--- src/rtl/ebra_regs.vh ---
/*
 constants of the external bus ready and hold arbitration block: register
 offsets, control field positions, reset values and state codes.
 assumes inclusion by bare name from the design files of this block.
*/
// Overview of operation
// - at ready sampling, ready high adds a wait state, low ends the cycle
// - multiplexed mode adds a turnaround state, optionally a tri-state state
// - command leading edge is one state later when command delay is on
// - programmed memory wait states run before ready sampling starts
// - a running bus cycle finishes before the bus is granted away
// - on release, chip selects, address, data, ale and command outputs are floated; the clock output keeps running
// - regain request is never asserted before the bus is released
// - taking the bus back starts only when hold request goes high
// - hold may drop unasked; the bus is regained the same way
`ifndef EBRA_REGS_VH
`define EBRA_REGS_VH

// register offsets
`define EBRA_ADDR_W         4
`define EBRA_OFS_CTRL       4'h0
`define EBRA_OFS_STAT       4'h4
`define EBRA_OFS_RDATA      4'h8

// control register fields
`define EBRA_CTRL_W         10
`define EBRA_CTRL_RST       10'h000
`define EBRA_CTRL_MUX       0
`define EBRA_CTRL_TRI       1
`define EBRA_CTRL_CMDDLY    2
`define EBRA_CTRL_RDYEN     3
`define EBRA_CTRL_WS_LO     4
`define EBRA_CTRL_WS_HI     7
`define EBRA_CTRL_REGAIN    8
`define EBRA_CTRL_CKOEN     9

// status register fields
`define EBRA_STAT_GRANT     0
`define EBRA_STAT_BUSY      1
`define EBRA_STAT_BUS_REGAIN_REQUEST_OUT      2
`define EBRA_STAT_HOLD      3
`define EBRA_STAT_ST_LO     8

// one-hot bus states
`define EBRA_NST            9
`define EBRA_S_IDLE         9'h001
`define EBRA_S_ADDR         9'h002
`define EBRA_S_DLY          9'h004
`define EBRA_S_CMD          9'h008
`define EBRA_S_RDY          9'h010
`define EBRA_S_MUX          9'h020
`define EBRA_S_TRI          9'h040
`define EBRA_S_HOLD         9'h080
`define EBRA_S_REGN         9'h100

`endif

--- src/rtl/ebra_sync.v ---
/*
 two flip-flop synchroniser for the active-low ready input.
 assumes one clock; the input may change at any time.
*/
`timescale 1ns/100ps
module ebra_sync #(
   parameter RST_VAL = 1'b1
) (
   input  wire sys_clk,
   input  wire resetn,
   input  wire async_i,
   output wire sync_o
);
   reg meta_q;
   reg sync_q;

   // ==========================================================
   // first stage feeds only the second
   always @(posedge sys_clk or negedge resetn) begin
      if (!resetn) begin
         meta_q <= RST_VAL;
         sync_q <= RST_VAL;
      end else begin
         meta_q <= async_i;
         sync_q <= meta_q;
      end
   end

   assign sync_o = sync_q;
endmodule

--- src/rtl/ebra_core.v ---
/*
 external bus cycle engine with ready wait states and hold/acknowledge
 arbitration, plus a small register port for configuration and status.
 assumes synchronous inputs except ready_n, pull-ups on the chip selects
 and an outside master that keeps its own timing on hold.
*/
`timescale 1ns/100ps
`include "ebra_regs.vh"
module ebra_core #(
   parameter AW = 24,
   parameter DW = 16,
   parameter NCS = 5
) (
   input  wire                   sys_clk,
   input  wire                   resetn,
   // register port
   input  wire [`EBRA_ADDR_W-1:0] reg_addr,
   input  wire [31:0]            reg_wdata,
   input  wire                   reg_wr,
   input  wire                   reg_rd,
   output wire [31:0]            reg_rdata,
   // cpu side request
   input  wire                   cpu_req,
   input  wire                   cpu_write,
   input  wire [AW-1:0]          cpu_addr,
   input  wire [2:0]             cpu_cs_sel,
   input  wire [DW-1:0]          cpu_wdata,
   output wire                   cpu_done,
   output wire [DW-1:0]          cpu_rdata,
   // external bus pins
   output wire                   system_clock_output,
   output wire [AW-1:0]          bus_addr_o,
   output wire                   bus_addr_oe,
   input  wire [DW-1:0]          bus_data_i,
   output wire [DW-1:0]          bus_data_o,
   output wire                   bus_data_oe,
   output wire                   ale_o,
   output wire                   ale_oe,
   output wire                   rd_n_o,
   output wire                   wr_n_o,
   output wire                   cmd_oe,
   output wire [NCS-1:0]         chip_select_lines_n_o,
   output wire                   chip_select_lines_oe,
   input  wire                   ready_n,
   input  wire                   hold_n,
   output wire                   bus_grant_ack_out_n,
   output wire                   bus_regain_request_out_n
);
   localparam [`EBRA_NST-1:0] S_IDLE = `EBRA_S_IDLE;
   localparam [`EBRA_NST-1:0] S_ADDR = `EBRA_S_ADDR;
   localparam [`EBRA_NST-1:0] S_DLY  = `EBRA_S_DLY;
   localparam [`EBRA_NST-1:0] S_CMD  = `EBRA_S_CMD;
   localparam [`EBRA_NST-1:0] S_RDY  = `EBRA_S_RDY;
   localparam [`EBRA_NST-1:0] S_MUX  = `EBRA_S_MUX;
   localparam [`EBRA_NST-1:0] S_TRI  = `EBRA_S_TRI;
   localparam [`EBRA_NST-1:0] S_HOLD = `EBRA_S_HOLD;
   localparam [`EBRA_NST-1:0] S_REGN = `EBRA_S_REGN;
   localparam WSW = `EBRA_CTRL_WS_HI - `EBRA_CTRL_WS_LO + 1;

   reg  [`EBRA_NST-1:0]    state_q, state_d;
   reg  [WSW-1:0]          ws_cnt_q, ws_cnt_d;
   reg  [`EBRA_CTRL_W-1:0] ctrl_q;
   reg  [31:0]             rdata_q;
   reg  [DW-1:0]           cpu_rdata_q;
   reg                     done_q;
   reg                     hold_q;
   reg                     clk_div_q;
   reg                     write_q;
   reg  [AW-1:0]           addr_q;
   reg  [DW-1:0]           wdata_q;
   reg  [NCS-1:0]          cs_n_q;
   wire                    ready_sync_n;
   wire                    cycle_end;
   wire                    bus_regain_request_out;
   wire [31:0]             stat_word;
   wire                    driving;
   wire                    cmd_on;

   // ==========================================================
   // ready synchroniser
   ebra_sync #(
      .RST_VAL (1'b1)
   ) u_rdy_sync (
      .sys_clk (sys_clk),
      .resetn  (resetn),
      .async_i (ready_n),
      .sync_o  (ready_sync_n)
   );

   // one-cold (active-low) select of a chip select line
   function [NCS-1:0] cs_decode;
      input [2:0] sel;
      integer i;
      begin
         cs_decode = {NCS{1'b1}};
         for (i = 0; i < NCS; i = i + 1) begin
            if (sel == i[2:0]) begin
               cs_decode[i] = 1'b0;
            end
         end
      end
   endfunction

   // ==========================================================
   // hold sampling and clock output divider
   always @(posedge sys_clk or negedge resetn) begin
      if (!resetn) begin
         hold_q    <= 1'b1;
         clk_div_q <= 1'b0;
      end else begin
         hold_q    <= hold_n;
         clk_div_q <= ctrl_q[`EBRA_CTRL_CKOEN] ? ~clk_div_q : 1'b0;
      end
   end

   // ready sampled low (or ignored) ends the cycle, high adds a wait
   assign cycle_end = ~ctrl_q[`EBRA_CTRL_RDYEN] | ~ready_sync_n;

   // ==========================================================
   // bus state machine
   always @* begin
      state_d  = state_q;
      ws_cnt_d = ws_cnt_q;
      case (state_q)
         S_IDLE: begin
            if (!hold_q) begin
               state_d = S_HOLD;
            end else if (cpu_req) begin
               state_d = S_ADDR;
            end
         end
         S_ADDR: begin
            ws_cnt_d = ctrl_q[`EBRA_CTRL_WS_HI:`EBRA_CTRL_WS_LO];
            state_d  = ctrl_q[`EBRA_CTRL_CMDDLY] ? S_DLY : S_CMD;
         end
         S_DLY: begin
            state_d = S_CMD;
         end
         S_CMD: begin
            if (ws_cnt_q != {WSW{1'b0}}) begin
               ws_cnt_d = ws_cnt_q - 1'b1;
            end else begin
               state_d = S_RDY;
            end
         end
         S_RDY: begin
            if (cycle_end) begin
               if (ctrl_q[`EBRA_CTRL_MUX]) begin
                  state_d = S_MUX;
               end else if (ctrl_q[`EBRA_CTRL_TRI]) begin
                  state_d = S_TRI;
               end else begin
                  state_d = S_IDLE;
               end
            end
         end
         S_MUX: begin
            state_d = ctrl_q[`EBRA_CTRL_TRI] ? S_TRI : S_IDLE;
         end
         S_TRI: begin
            state_d = S_IDLE;
         end
         S_HOLD: begin
            if (hold_q) begin
               state_d = S_REGN;
            end
         end
         S_REGN: begin
            state_d = S_IDLE;
         end
         default: begin
            state_d = S_IDLE;
         end
      endcase
   end

   // ==========================================================
   // state, cycle latches and cpu answer
   always @(posedge sys_clk or negedge resetn) begin
      if (!resetn) begin
         state_q     <= S_IDLE;
         ws_cnt_q    <= {WSW{1'b0}};
         done_q      <= 1'b0;
         cpu_rdata_q <= {DW{1'b0}};
         write_q     <= 1'b0;
         addr_q      <= {AW{1'b0}};
         wdata_q     <= {DW{1'b0}};
         cs_n_q      <= {NCS{1'b1}};
      end else begin
         state_q  <= state_d;
         ws_cnt_q <= ws_cnt_d;
         done_q   <= (state_q == S_RDY) && cycle_end;
         if (state_q == S_IDLE && state_d == S_ADDR) begin
            write_q <= cpu_write;
            addr_q  <= cpu_addr;
            wdata_q <= cpu_wdata;
            cs_n_q  <= cs_decode(cpu_cs_sel);
         end
         if (state_q == S_RDY && cycle_end && !write_q) begin
            cpu_rdata_q <= bus_data_i;
         end
         if (state_d == S_IDLE || state_d == S_HOLD) begin
            cs_n_q <= {NCS{1'b1}};
         end
      end
   end

   // ==========================================================
   // pin drive
   assign driving  = (state_q != S_HOLD);
   assign cmd_on   = (state_q == S_CMD) || (state_q == S_RDY);
   assign bus_addr_o            = addr_q;
   assign bus_addr_oe           = driving;
   assign ale_o                 = (state_q == S_ADDR);
   assign ale_oe                = driving;
   assign rd_n_o                = ~(cmd_on & ~write_q);
   assign wr_n_o                = ~(cmd_on & write_q);
   assign cmd_oe                = driving;
   assign bus_data_o            = wdata_q;
   assign bus_data_oe           = driving & write_q & (cmd_on | (state_q == S_DLY));
   assign chip_select_lines_n_o = cs_n_q;
   assign chip_select_lines_oe  = driving;
   assign system_clock_output   = clk_div_q;

   // acknowledge low only while the bus is given away
   assign bus_grant_ack_out_n = (state_q != S_HOLD);
   // regain only asked while released and still held
   assign bus_regain_request_out = (state_q == S_HOLD) & ~hold_q &
                 (ctrl_q[`EBRA_CTRL_REGAIN] | cpu_req);
   assign bus_regain_request_out_n = ~bus_regain_request_out;

   assign cpu_done  = done_q;
   assign cpu_rdata = cpu_rdata_q;

   // ==========================================================
   // register port
   assign stat_word = {{(32 - `EBRA_STAT_ST_LO - `EBRA_NST){1'b0}}, state_q,
                       4'h0, ~hold_q, bus_regain_request_out, (state_q != S_IDLE),
                       (state_q == S_HOLD)};

   always @(posedge sys_clk or negedge resetn) begin
      if (!resetn) begin
         ctrl_q  <= `EBRA_CTRL_RST;
         rdata_q <= 32'h0000_0000;
      end else begin
         if (reg_wr && reg_addr == `EBRA_OFS_CTRL) begin
            ctrl_q <= reg_wdata[`EBRA_CTRL_W-1:0];
         end
         if (reg_rd) begin
            case (reg_addr)
               `EBRA_OFS_CTRL: begin
                  rdata_q <= {{(32 - `EBRA_CTRL_W){1'b0}}, ctrl_q};
               end
               `EBRA_OFS_STAT: begin
                  rdata_q <= stat_word;
               end
               `EBRA_OFS_RDATA: begin
                  rdata_q <= {{(32 - DW){1'b0}}, cpu_rdata_q};
               end
               default: begin
                  rdata_q <= 32'h0000_0000;
               end
            endcase
         end else begin
            rdata_q <= 32'h0000_0000;
         end
      end
   end

   assign reg_rdata = rdata_q;
endmodule

--- config.mk ---
export PLATFORM = sky130hd
export DESIGN_NAME = ebra_core
export DESIGN_NICKNAME = d
export VERILOG_FILES = /design/src/rtl/ebra_sync.v /design/src/rtl/ebra_core.v
export VERILOG_INCLUDE_DIRS = /design/src /design/src/rtl
export SDC_FILE = /design/constraint.sdc
export NUM_CORES = 1
export LEC_CHECK = 0
export BUFFER_PORTS_ARGS = -buffer_cell sky130_fd_sc_hd__buf_2
export CORE_MARGIN = 2
export CORE_UTILIZATION = 53
export CTS_BUF_LIST = sky130_fd_sc_hd__clkbuf_2 sky130_fd_sc_hd__clkbuf_4 sky130_fd_sc_hd__clkbuf_8
export CTS_CLUSTER_SIZE = 10
export DETAILED_ROUTE_END_ITERATION = 12
export PLACE_DENSITY = 0.95
export SYNTH_ARGS = -nofsm -noshare
export SYNTH_HDL_FRONTEND = slang
export SYNTH_SLANG_ARGS = --single-unit
--- constraint.sdc ---
create_clock -name sys_clk -period 2.92 [get_ports sys_clk]
set_input_delay 0.292 -clock sys_clk [delete_from_list [all_inputs] [get_ports sys_clk]]
set_output_delay 0.292 -clock sys_clk [all_outputs]
set_load 0.02 [all_outputs]
# Word-level counts from Yosys, hierarchy flattened
# Cells that the tools add are included.
# word_totals
regBits,122
input_bits,103
# classes
add_sub_neg,1
n_eq_ne,19
muxes,21
bitwise_logic,17
n_reduce_logical,13
# ops
op,n
one-hot mux 9 bit (7 select lines),1
one-hot mux 17 bit (3 select lines),1
two-way mux 9 bit,5
two-way mux 32 bit,1
"equality test 9 x 1 -> 1 bit, second input constant",2
"equality test 9 x 2 -> 1 bit, second input constant",2
"equality test 9 x 8 -> 1 bit, second input constant",2
two-way mux 7 bit,2
two-way mux 5 bit,2
"equality test 9 x 3 -> 1 bit, second input constant",1
"equality test 9 x 4 -> 1 bit, second input constant",1
"equality test 9 x 5 -> 1 bit, second input constant",1
"equality test 9 x 6 -> 1 bit, second input constant",1
"!= test 9 x 1 -> 1 bit, second input constant",1
"!= test 9 x 8 -> 1 bit, second input constant",1
two-way mux 4 bit,2
NOT 1 bit,8
one-hot mux 4 bit (2 select lines),1
bitwise AND 1 bit,6
"equality test 3 x 2 -> 1 bit, second input constant",2
two-way mux 1 bit,6
"equality test 4 x 3 -> 1 bit, second input constant",1
"equality test 4 bit, second input constant",1
logical AND 1 bit,4
other kinds (12),16

# Longest topological paths before layout
# Gate-level depths: netlist of run 1.
# depth
ltp_word,8
depth_mapped,9
depth_no_buf,7

# Cells and area by module
# From an unflattened synthesis of run 1, not the netlist that was laid out.
# unflattened
cells_unflattened,371
area_unflattened_um2,4774.6
# by_module_without_submodules
mod,instances,cells_per_inst,area_each_um2,seq_area_each_um2
ebra_core,1,369,4722.0,2636.3
ebra_sync,1,2,52.6,52.6

# Worst setup path before layout of run 1
# Ideal clock, no wire load.
# synth_timing
path_kind,register to output
from,register state_q[6]
to,output bus_regain_request_out_n
arrival_ns,1.805
t_required_ns,2.628
slack_ns,0.823
path_stages_with_launch,5
path_cell_list,dfrtp_1 -> nor4_4 -> nand4_1 -> nor3_1 -> inv_1
# synth_via
elab_chain_cells,4
# synth_lines
element,line,text
"start, declared",ebra_core.v:60,"reg [`EBRA_NST-1:0] state_q, state_d;"
"start signal, assigned",ebra_core.v:190,state_q <= state_d;
equality test 9 x 8 -> 1 bit,ebra_core.v:228,assign bus_regain_request_out = (state_q == S_HOLD) & ~hold_q &
bitwise AND 1 bit (2 in series),ebra_core.v:228,
NOT 1 bit,ebra_core.v:230,assign bus_regain_request_out_n = ~bus_regain_request_out;
"end, declared",ebra_core.v:47,output wire bus_regain_request_out_n
# Every way passes these cells.

# Worst setup path after layout of run 1
# Ends and elaborated chain as after synthesis.

==> flow_summary.json, run 1 <==
{
  "synth_top_area_cell": "dfrtp_1",
  "core_mm2": 0.00872,
  "synthMuxAreaShare_pct": 8.31,
  "cpPeakStageDelay_ns": 0.50,
  "synth-seq-cells": 107,
  "synth_common_cells": "nand2_1, dfrtp_1, mux2_2, buf_4, nor2b_1",
  "cellPowerDensity_mw_per_mm2": 858,
  "syn_inst": 447,
  "nets": 714,
  "drive_above_1_share_pct": 39.3,
  "synth.area.top_cells": "dfrtp_1, nand2_1, dfstp_2",
  "cts_tree": "done",
  "avgSynthCellArea_um2": 10.7,
  "avgViaCountPerCell": 5.18,
  "syn_area_mm2": 0.00477,
  "cp_cell_sequence": "nor4_4, nand4_1, nor3_1, inv_1, buf_2",
  "power_leakage_uw": 0.00310,
  "die_w_um": 98.9,
  "cts.reportedPaths.clkPinSlew_ns": 0.09,
  "final-setup-viol-count": 0,
  "ys.flop_type": "dfrtp_1",
  "cts-root-buf": "clkbuf_8",
  "cts_buffer_depth": 2,
  "placedCellCount": 705,
  "firstDrtPassIters": 4,
  "track_usage_pct": 22.5,
  "diodes": 0,
  "io_pins": 208,
  "final_area_mm2": 0.00582,
  "cts_buffers": 9,
  "synth_edf_count": 0,
  "fmax_ghz": 0.391,
  "io_buffers": 170,
  "crit_buf_inv": 2,
  "wirelength_um": 10900,
  "async_flop_share_pct": 100,
  "grt_max_degree": 61,
  "post_dp_cell_area_mm2": 0.00560,
  "rsz0062_at_grt": "false",
  "layout.cells.non_filler": 723,
  "hp-class": "primary input to flip-flop",
  "yosysMostFrequentCell": "nand2_1",
  "fin_crit_ns": 2.56,
  "path_max_fanout": 8,
  "routabilityCongestion": 0.970,
  "drt-initial-drc-count": 230,
  "dieArea_mm2": 0.00978,
  "tightest_slew_ns": 0.663,
  "cp.required_ns": 2.63,
  "hold_viol_final": 0,
  "synth-simple-area-share_pct": 21.7,
  "vias": 3745,
  "synth_xor_area_share_pct": 0.734,
  "dp_hpwl_um": 8210,
  "path_delay_family": "simple AND/OR/NAND/NOR gates",
  "ys_seq_area_share_pct": 56.3,
  "drc": 0,
  "clock_latency_ns": 0.36,
  "start_util_pct": 54.7,
  "min_period_over_period_pct": 87.6,
  "finalClockSkew_ns": 0.0124,
  "ant_nets": 0,
  "grt_pass1_vias": 3640,
  "cp-start-kind": "flip-flop",
  "cts_sinks": 107,
  "synth_compound_area_share_pct": 6.26,
  "grt_pass1_wl_um": 17600,
  "slew_violations": 0,
  "routedWlPerCell_um": 15.1,
  "vdd_drop_max_mv": 0.464,
  "synthAdderAreaFrac_pct": 0.262,
  "synth_top_family_by_area": "simple AND/OR/NAND/NOR gates",
  "yosysWarnings": 0,
  "area_growth_pct": 21.9,
  "ys_types": 51,
  "row_count": 34,
  "outcome": "complete, no violations",
  "cap_violations": 0,
  "end_kind": "output pin",
  "gr-total-overflow": 0,
  "relSlewSlack_pct": 55.4,
  "slowest_stage": "nor4_4",
  "die_h_um": 98.9,
  "crit_type": "flip-flop to output pin",
  "arrival_ns": 2.27,
  "ctsResizeCount": 0,
  "antenna_found_initial": 0,
  "yosysTopAreaCellShare_pct": 51.4,
  "cts_max_level": 3,
  "tns_ns": 0
}
==> layout make-up <==
class	count	area, µm²
timing repair buffer	177	923
multi-input combinational	305	1840
tap	108	135
clock buffer	11	151
inverter	10	37.5
clock inverter	5	46.3
fill	670	2900
sequential	107	2690
==> placed cells by master, fill, tap and decap left out, drive strengths merged, types with 9 or more instances in the layout <==
cell type and instances:
nor2 11, dfrtp 98, clkbuf 11, nand3 9, buf 175, mux2 31, inv 11, nand2 134
a22oi 15, nor2b 17, nor3 9, o21ai 10, conb 15, dfstp 9
==> report_power, final <==
group	leakage (µW)	switching (µW)	internal, µW
registers	0.00138	326	1900
logic	0.00162	1180	702
clock network	0.000102	505	369
==> stage by stage <==
stage | hold WS, ns | util (%) | total power, µW | setup WS (ns)
after floorplan | -0.00359 | - | 3510 | 0.823
after global placement | 0.333 | 64.2 | 4050 | 0.557
after detailed placement | 0.345 | 64.2 | 4150 | 0.425
after CTS | 0.0158 | 66.6 | 5020 | 0.346
after global routing | 0.0101 | 66.7 | 5330 | 0.0950
final | 0.0250 | 66.7 | 4990 | 0.361
==> per-layer routing <==
metal / part of all wire [%] / track usage, %
met1: 42 / 30.2
met2: 50 / 37.1
met3: 5.2 / 3.48
met4: 2.6 / 8.43
met5: 0 / 0
==> path summary, 6_finish.rpt <==
kind                              startpoint                  endpoint  slack, ns  cells after the start
setup / recovery                  state_q[6]  bus_regain_request_out_n       0.36                      5
hold / removal                        hold_n                    hold_q       0.03                      1
setup reg to reg                  state_q[0]            bus_data_o[13]       0.43                      6
hold reg to reg            u_rdy_sync.meta_q         u_rdy_sync.sync_o       0.36                      0
max in group asynchronous             resetn  chip_select_lines_n_o[1]       1.68                      3
min in group asynchronous             resetn              cpu_rdata[5]       0.48                      2
==> cell families (layout without fill, tap and decap cells) <==
| group | Yosys count | in the layout |
|---|---|---|
| other cells | 1 | 15 |
| mux | 32 | 32 |
| buf+inv | 49 | 203 |
| fa+ha+maj | 1 | 1 |
| flops | 107 | 107 |
| compound gates | 43 | 43 |
| xor+xnor | 4 | 4 |
| simple gates | 210 | 210 |
==> flip-flops by register name (all words and copies together) (netlist names) <==
register / cells
bus_data_o: 16
cpu_rdata: 16
chip_select_lines_n_o: 5
bus_addr_o: 24
ws_cnt_q: 4
ctrl_q: 10
reg_rdata: 17
system_clock_output: 1
state_q: 9
u_rdy_sync.meta_q: 1
write_q: 1
hold_q: 1
cpu_done: 1
u_rdy_sync.sync_o: 1
==> repair_timing <==
item                      CTS  global route
buffers inserted            0             0
hold endpoints to repair   47             1
hold buffers                1             1
No activity file was read; power rests on OpenSTA's default activity.
==> inputs of run 2 (changes only) <==
- GPL_ROUTABILITY_DRIVEN: unset -> 0
- PLACE_DENSITY: 0.95 -> 0.88
==> flow_summary.json, run 2 (synthesis gave the netlist of run 1 again) <==
{
  "outcome": "complete, no violations",
  "io_pins": 208,
  "cts_sinks": 107,
  "ctsResizeCount": 0,
  "use_met1_pct": 31.9,
  "tns_ns": 0,
  "seq_area_mm2": 0.00269,
  "placedCellCount": 708,
  "layout_commonest_cell": "buf_2",
  "nets": 716,
  "final-setup-viol-count": 0,
  "cts_buffer_depth": 2,
  "postCtsSetupRepairBufs": 0,
  "min_from": "hold_n",
  "whs_ns": 0.0209,
  "grt_pass1_vias": 3789,
  "cts_max_level": 3,
  "top_usage_layer": "met2",
  "wirelength_um": 11300,
  "ant_nets": 0,
  "cts-root-buf": "clkbuf_8",
  "largest_reg_flops": 24,
  "rsz0062_at_grt": "false",
  "finalClockSkew_ns": 0.0165,
  "relSlewSlack_pct": 49.5,
  "row_count": 34,
  "core_mm2": 0.00872,
  "cp.required_ns": 2.63,
  "vias": 3808,
  "reg2reg_from": "state_q[6]",
  "grt_max_degree": 76,
  "track_usage_pct": 23.2,
  "grt_pass1_wl_um": 18300,
  "gr-total-overflow": 0,
  "critPathLaunch": "state_q[6]",
  "drt-initial-drc-count": 410,
  "crit_type": "flip-flop to output pin",
  "firstDrtPassIters": 5,
  "grt.met2_usage_pct": 37.4,
  "fmax_ghz": 0.385,
  "die_h_um": 98.9,
  "die_w_um": 98.9,
  "p_total_uw": 5160,
  "cts_buffers": 9,
  "vdd_drop_max_mv": 0.389,
  "routedWlPerCell_um": 15.6,
  "multi_input_area_mm2": 0.00184,
  "layout.cells.most_common_list": "buf_2, nand2_1, dfrtp_1",
  "slew_violations": 0,
  "post_dp_cell_area_mm2": 0.00562,
  "diodes": 0,
  "final_area_mm2": 0.00586,
  "io_buffers": 170,
  "arrival_ns": 2.30,
  "cts_tree": "done",
  "dp_hpwl_um": 8360,
  "cap_violations": 0,
  "power_leakage_uw": 0.00313,
  "path_max_fanout": 8,
  "start_util_pct": 54.7,
  "cp-start-kind": "flip-flop",
  "fillers": 669,
  "ctsHoldBuffers": 1,
  "hp-class": "primary input to flip-flop",
  "min_period_over_period_pct": 88.8,
  "tightest_slew_ns": 0.751,
  "hold_viol_final": 0,
  "antenna_found_initial": 0,
  "cts.reportedPaths.clkPinSlew_ns": 0.10,
  "layout.cells.non_filler": 725,
  "clock_latency_ns": 0.37,
  "dieArea_mm2": 0.00978,
  "drive_above_1_share_pct": 39.7,
  "area_growth_pct": 22.8,
  "end_kind": "output pin",
  "met3_usage_pct": 3.69,
  "cellPowerDensity_mw_per_mm2": 880,
  "fin_crit_ns": 2.59,
  "avgViaCountPerCell": 5.25,
  "drc": 0
}
run 2: changes by cell type in the layout (fill, tap and decap cells not counted), sizes merged:
cell         change
inv              +1
buf              +3
clkinv           -2
bufinv           +2
dlygate4sd3      -1
clkbuf           -1
run 2: layout make-up:
class | count | share of cell area (%)
Sequential cell | 107 | 45.9
Multi-Input combinational cell | 305 | 31.3
Timing Repair Buffer | 179 | 16.0
Tap cell | 108 | 2.31
Clock buffer | 10 | 2.24
Clock inverter | 6 | 1.66
Inverter | 10 | 0.640
run 2: worst max-delay path, stage by stage, from the launching register on:
cell and delay (ns):
dfrtp_1 0.47, nor4_4 0.52, nand4_1 0.37, nor3_1 0.35, inv_1 0.08, buf_2 0.16
run 2: worst paths after layout:
check | slack [ns] | end | cells past startpoint
max | 0.33 | bus_regain_request_out_n | 5
min | 0.02 | hold_q | 1
max reg2reg | 0.48 | bus_data_o[8] | 6
min reg2reg | 0.37 | u_rdy_sync.sync_o | 0
max in group asynchronous | 1.75 | state_q[0] | 3
min in group asynchronous | 0.39 | ctrl_q[4] | 2
run 2: through the flow:
stage	setup slack (ns)	util, %
floorplan	0.823	-
global placement	0.630	64.5
detailed placement	0.497	64.5
CTS	0.336	67.2
global route	0.163	67.2
finish	0.326	67.2
run 2: power breakdown:
part | internal, µW | switching [µW]
Clock | 505 | 510
Combinational | 711 | 1210
Sequential | 1900 | 314
run 2: routing by layer:
metal	routed length [µm]	vias up
li1	-	1786
met1	4740	1804
met4	255	0
met5	0	-
met3	784	24
met2	5530	194
==> inputs of run 3 (changes only) <==
- clock period: 2.92 -> 3 ns (I/O delays scaled with it)
==> flow_summary.json, run 3 (synthesis gave the netlist of run 1 again) <==
{
  "slowest_stage": "nor4_4",
  "firstDrtPassIters": 5,
  "cp_cell_sequence": "nor4_4, nand4_1, nor3_1, inv_1, buf_2",
  "crit_buf_inv": 2,
  "timing.final.ws_setup_ns": 0.418,
  "final-setup-viol-count": 0,
  "row_count": 34,
  "dieArea_mm2": 0.00978,
  "avgViaCountPerCell": 5.14,
  "violations": "negative hold slack",
  "path_delay_family": "simple AND/OR/NAND/NOR gates",
  "worstSetupEndpoint": "bus_regain_request_out_n",
  "die_w_um": 98.9,
  "fillers": 705,
  "min_period_over_period_pct": 86.1,
  "tightest_slew_ns": 0.780,
  "fin_crit_ns": 2.58,
  "cellPowerDensity_mw_per_mm2": 848,
  "cts_tree": "done",
  "critPathLaunch": "state_q[6]",
  "whs_ns": -0.00831,
  "ctsHoldBuffers": 0,
  "dp_hpwl_um": 8210,
  "drc": 0,
  "cpPeakStageDelay_ns": 0.52,
  "diodes": 0,
  "cap_violations": 0,
  "antenna_found_initial": 0,
  "fmax_ghz": 0.387,
  "gr-total-overflow": 0,
  "io_pins": 208,
  "vias": 3710,
  "reg2reg_from": "state_q[2]",
  "die_h_um": 98.9,
  "slew_violations": 0,
  "cts_sinks": 107,
  "rsz0062_at_grt": "false",
  "path_depth": 5,
  "r2r-end": "bus_data_o[8]",
  "grt_pass1_vias": 3711,
  "grt_pass1_wl_um": 18300,
  "crit_type": "flip-flop to output pin",
  "layout_commonest_cell": "buf_2",
  "clock_latency_ns": 0.37,
  "grt_max_degree": 63,
  "drive_above_1_share_pct": 39.6,
  "tns_ns": 0,
  "arrival_ns": 2.28,
  "reg2reg_slack_ns": 0.63,
  "area_growth_pct": 21.5,
  "outcome": "complete, but fails checks",
  "track_usage_pct": 23.3,
  "cts_buffers": 9,
  "wirelength_um": 11000,
  "power_leakage_uw": 0.00310,
  "nets": 713,
  "relSlewSlack_pct": 48.0,
  "ant_nets": 0,
  "hp-class": "primary input to async pin",
  "start_util_pct": 54.7,
  "place_ws_ns": 0.650,
  "vdd_drop_max_mv": 0.417,
  "cp.required_ns": 2.70,
  "postCtsSetupRepairBufs": 0,
  "ctsResizeCount": 0,
  "cts_max_level": 3,
  "routedWlPerCell_um": 15.2,
  "layout.cells.most_common_list": "buf_2, nand2_1, dfrtp_1",
  "cts-root-buf": "clkbuf_8",
  "end_kind": "output pin",
  "io_buffers": 170,
  "largest_reg_flops": 24,
  "core_mm2": 0.00872,
  "cp-start-kind": "flip-flop",
  "path_max_fanout": 8,
  "cts.reportedPaths.clkPinSlew_ns": 0.11,
  "r2r_cells": 7,
  "hold_viol_final": 4,
  "finalClockSkew_ns": 0.0177,
  "drt-initial-drc-count": 257,
  "cts_buffer_depth": 2
}
## run 3: per-layer routing
layer | track usage, % | part of all wire [%] | vias up
met3 | 4.68 | 5.9 | 17
li1 | - | - | 1785
met1 | 31.8 | 42 | 1772
met5 | 0 | 0 | -
met2 | 37.5 | 50 | 136
met4 | 8.01 | 1.8 | 0
## run 3: worst min path at each step
stage	startpoint	to	slack (ns)	cells after the start
final	resetn	cpu_rdata[3]	-0.008	1
after global routing	hold_n	hold_q	0.01	1
after CTS	hold_n	hold_q	0.02	1
after detailed placement	u_rdy_sync.meta_q	u_rdy_sync.sync_o	0.35	0
after global placement	u_rdy_sync.meta_q	u_rdy_sync.sync_o	0.35	0
after floorplan	resetn	bus_addr_o[0]	0.004	0
## run 3: area by class of cell
class,instances,area [µm²],share of cell area [%]
multi-input cells,305,1840,31.6
inverters,10,37.5,0.647
flip-flops and latches,107,2690,46.3
clock buffers,9,124,2.14
well taps,108,135,2.33
clock inverters,7,82.6,1.42
repair buffers,176,898,15.5
## run 3: stage by stage
stage / utilization (%) / std cells / cell area [µm²] / hold slack [ns] / total power, µW
global route: 66.5 / 722 / 5800 / 0.0129 / 5240
floorplan: - / 461 / 4830 / 0.00441 / 3420
global placement: 64.2 / 706 / 5600 / 0.348 / 3940
detailed placement: 64.2 / 706 / 5600 / 0.351 / 4040
CTS: 66.5 / 722 / 5800 / 0.0186 / 4950
finish: 66.5 / 722 / 5800 / -0.00831 / 4920
## run 3: report_power, final
part / internal (µW) / total (µW) / switching (µW)
Sequential: 1850 / 2170 / 321
Combinational: 680 / 1840 / 1160
Clock: 401 / 905 / 504
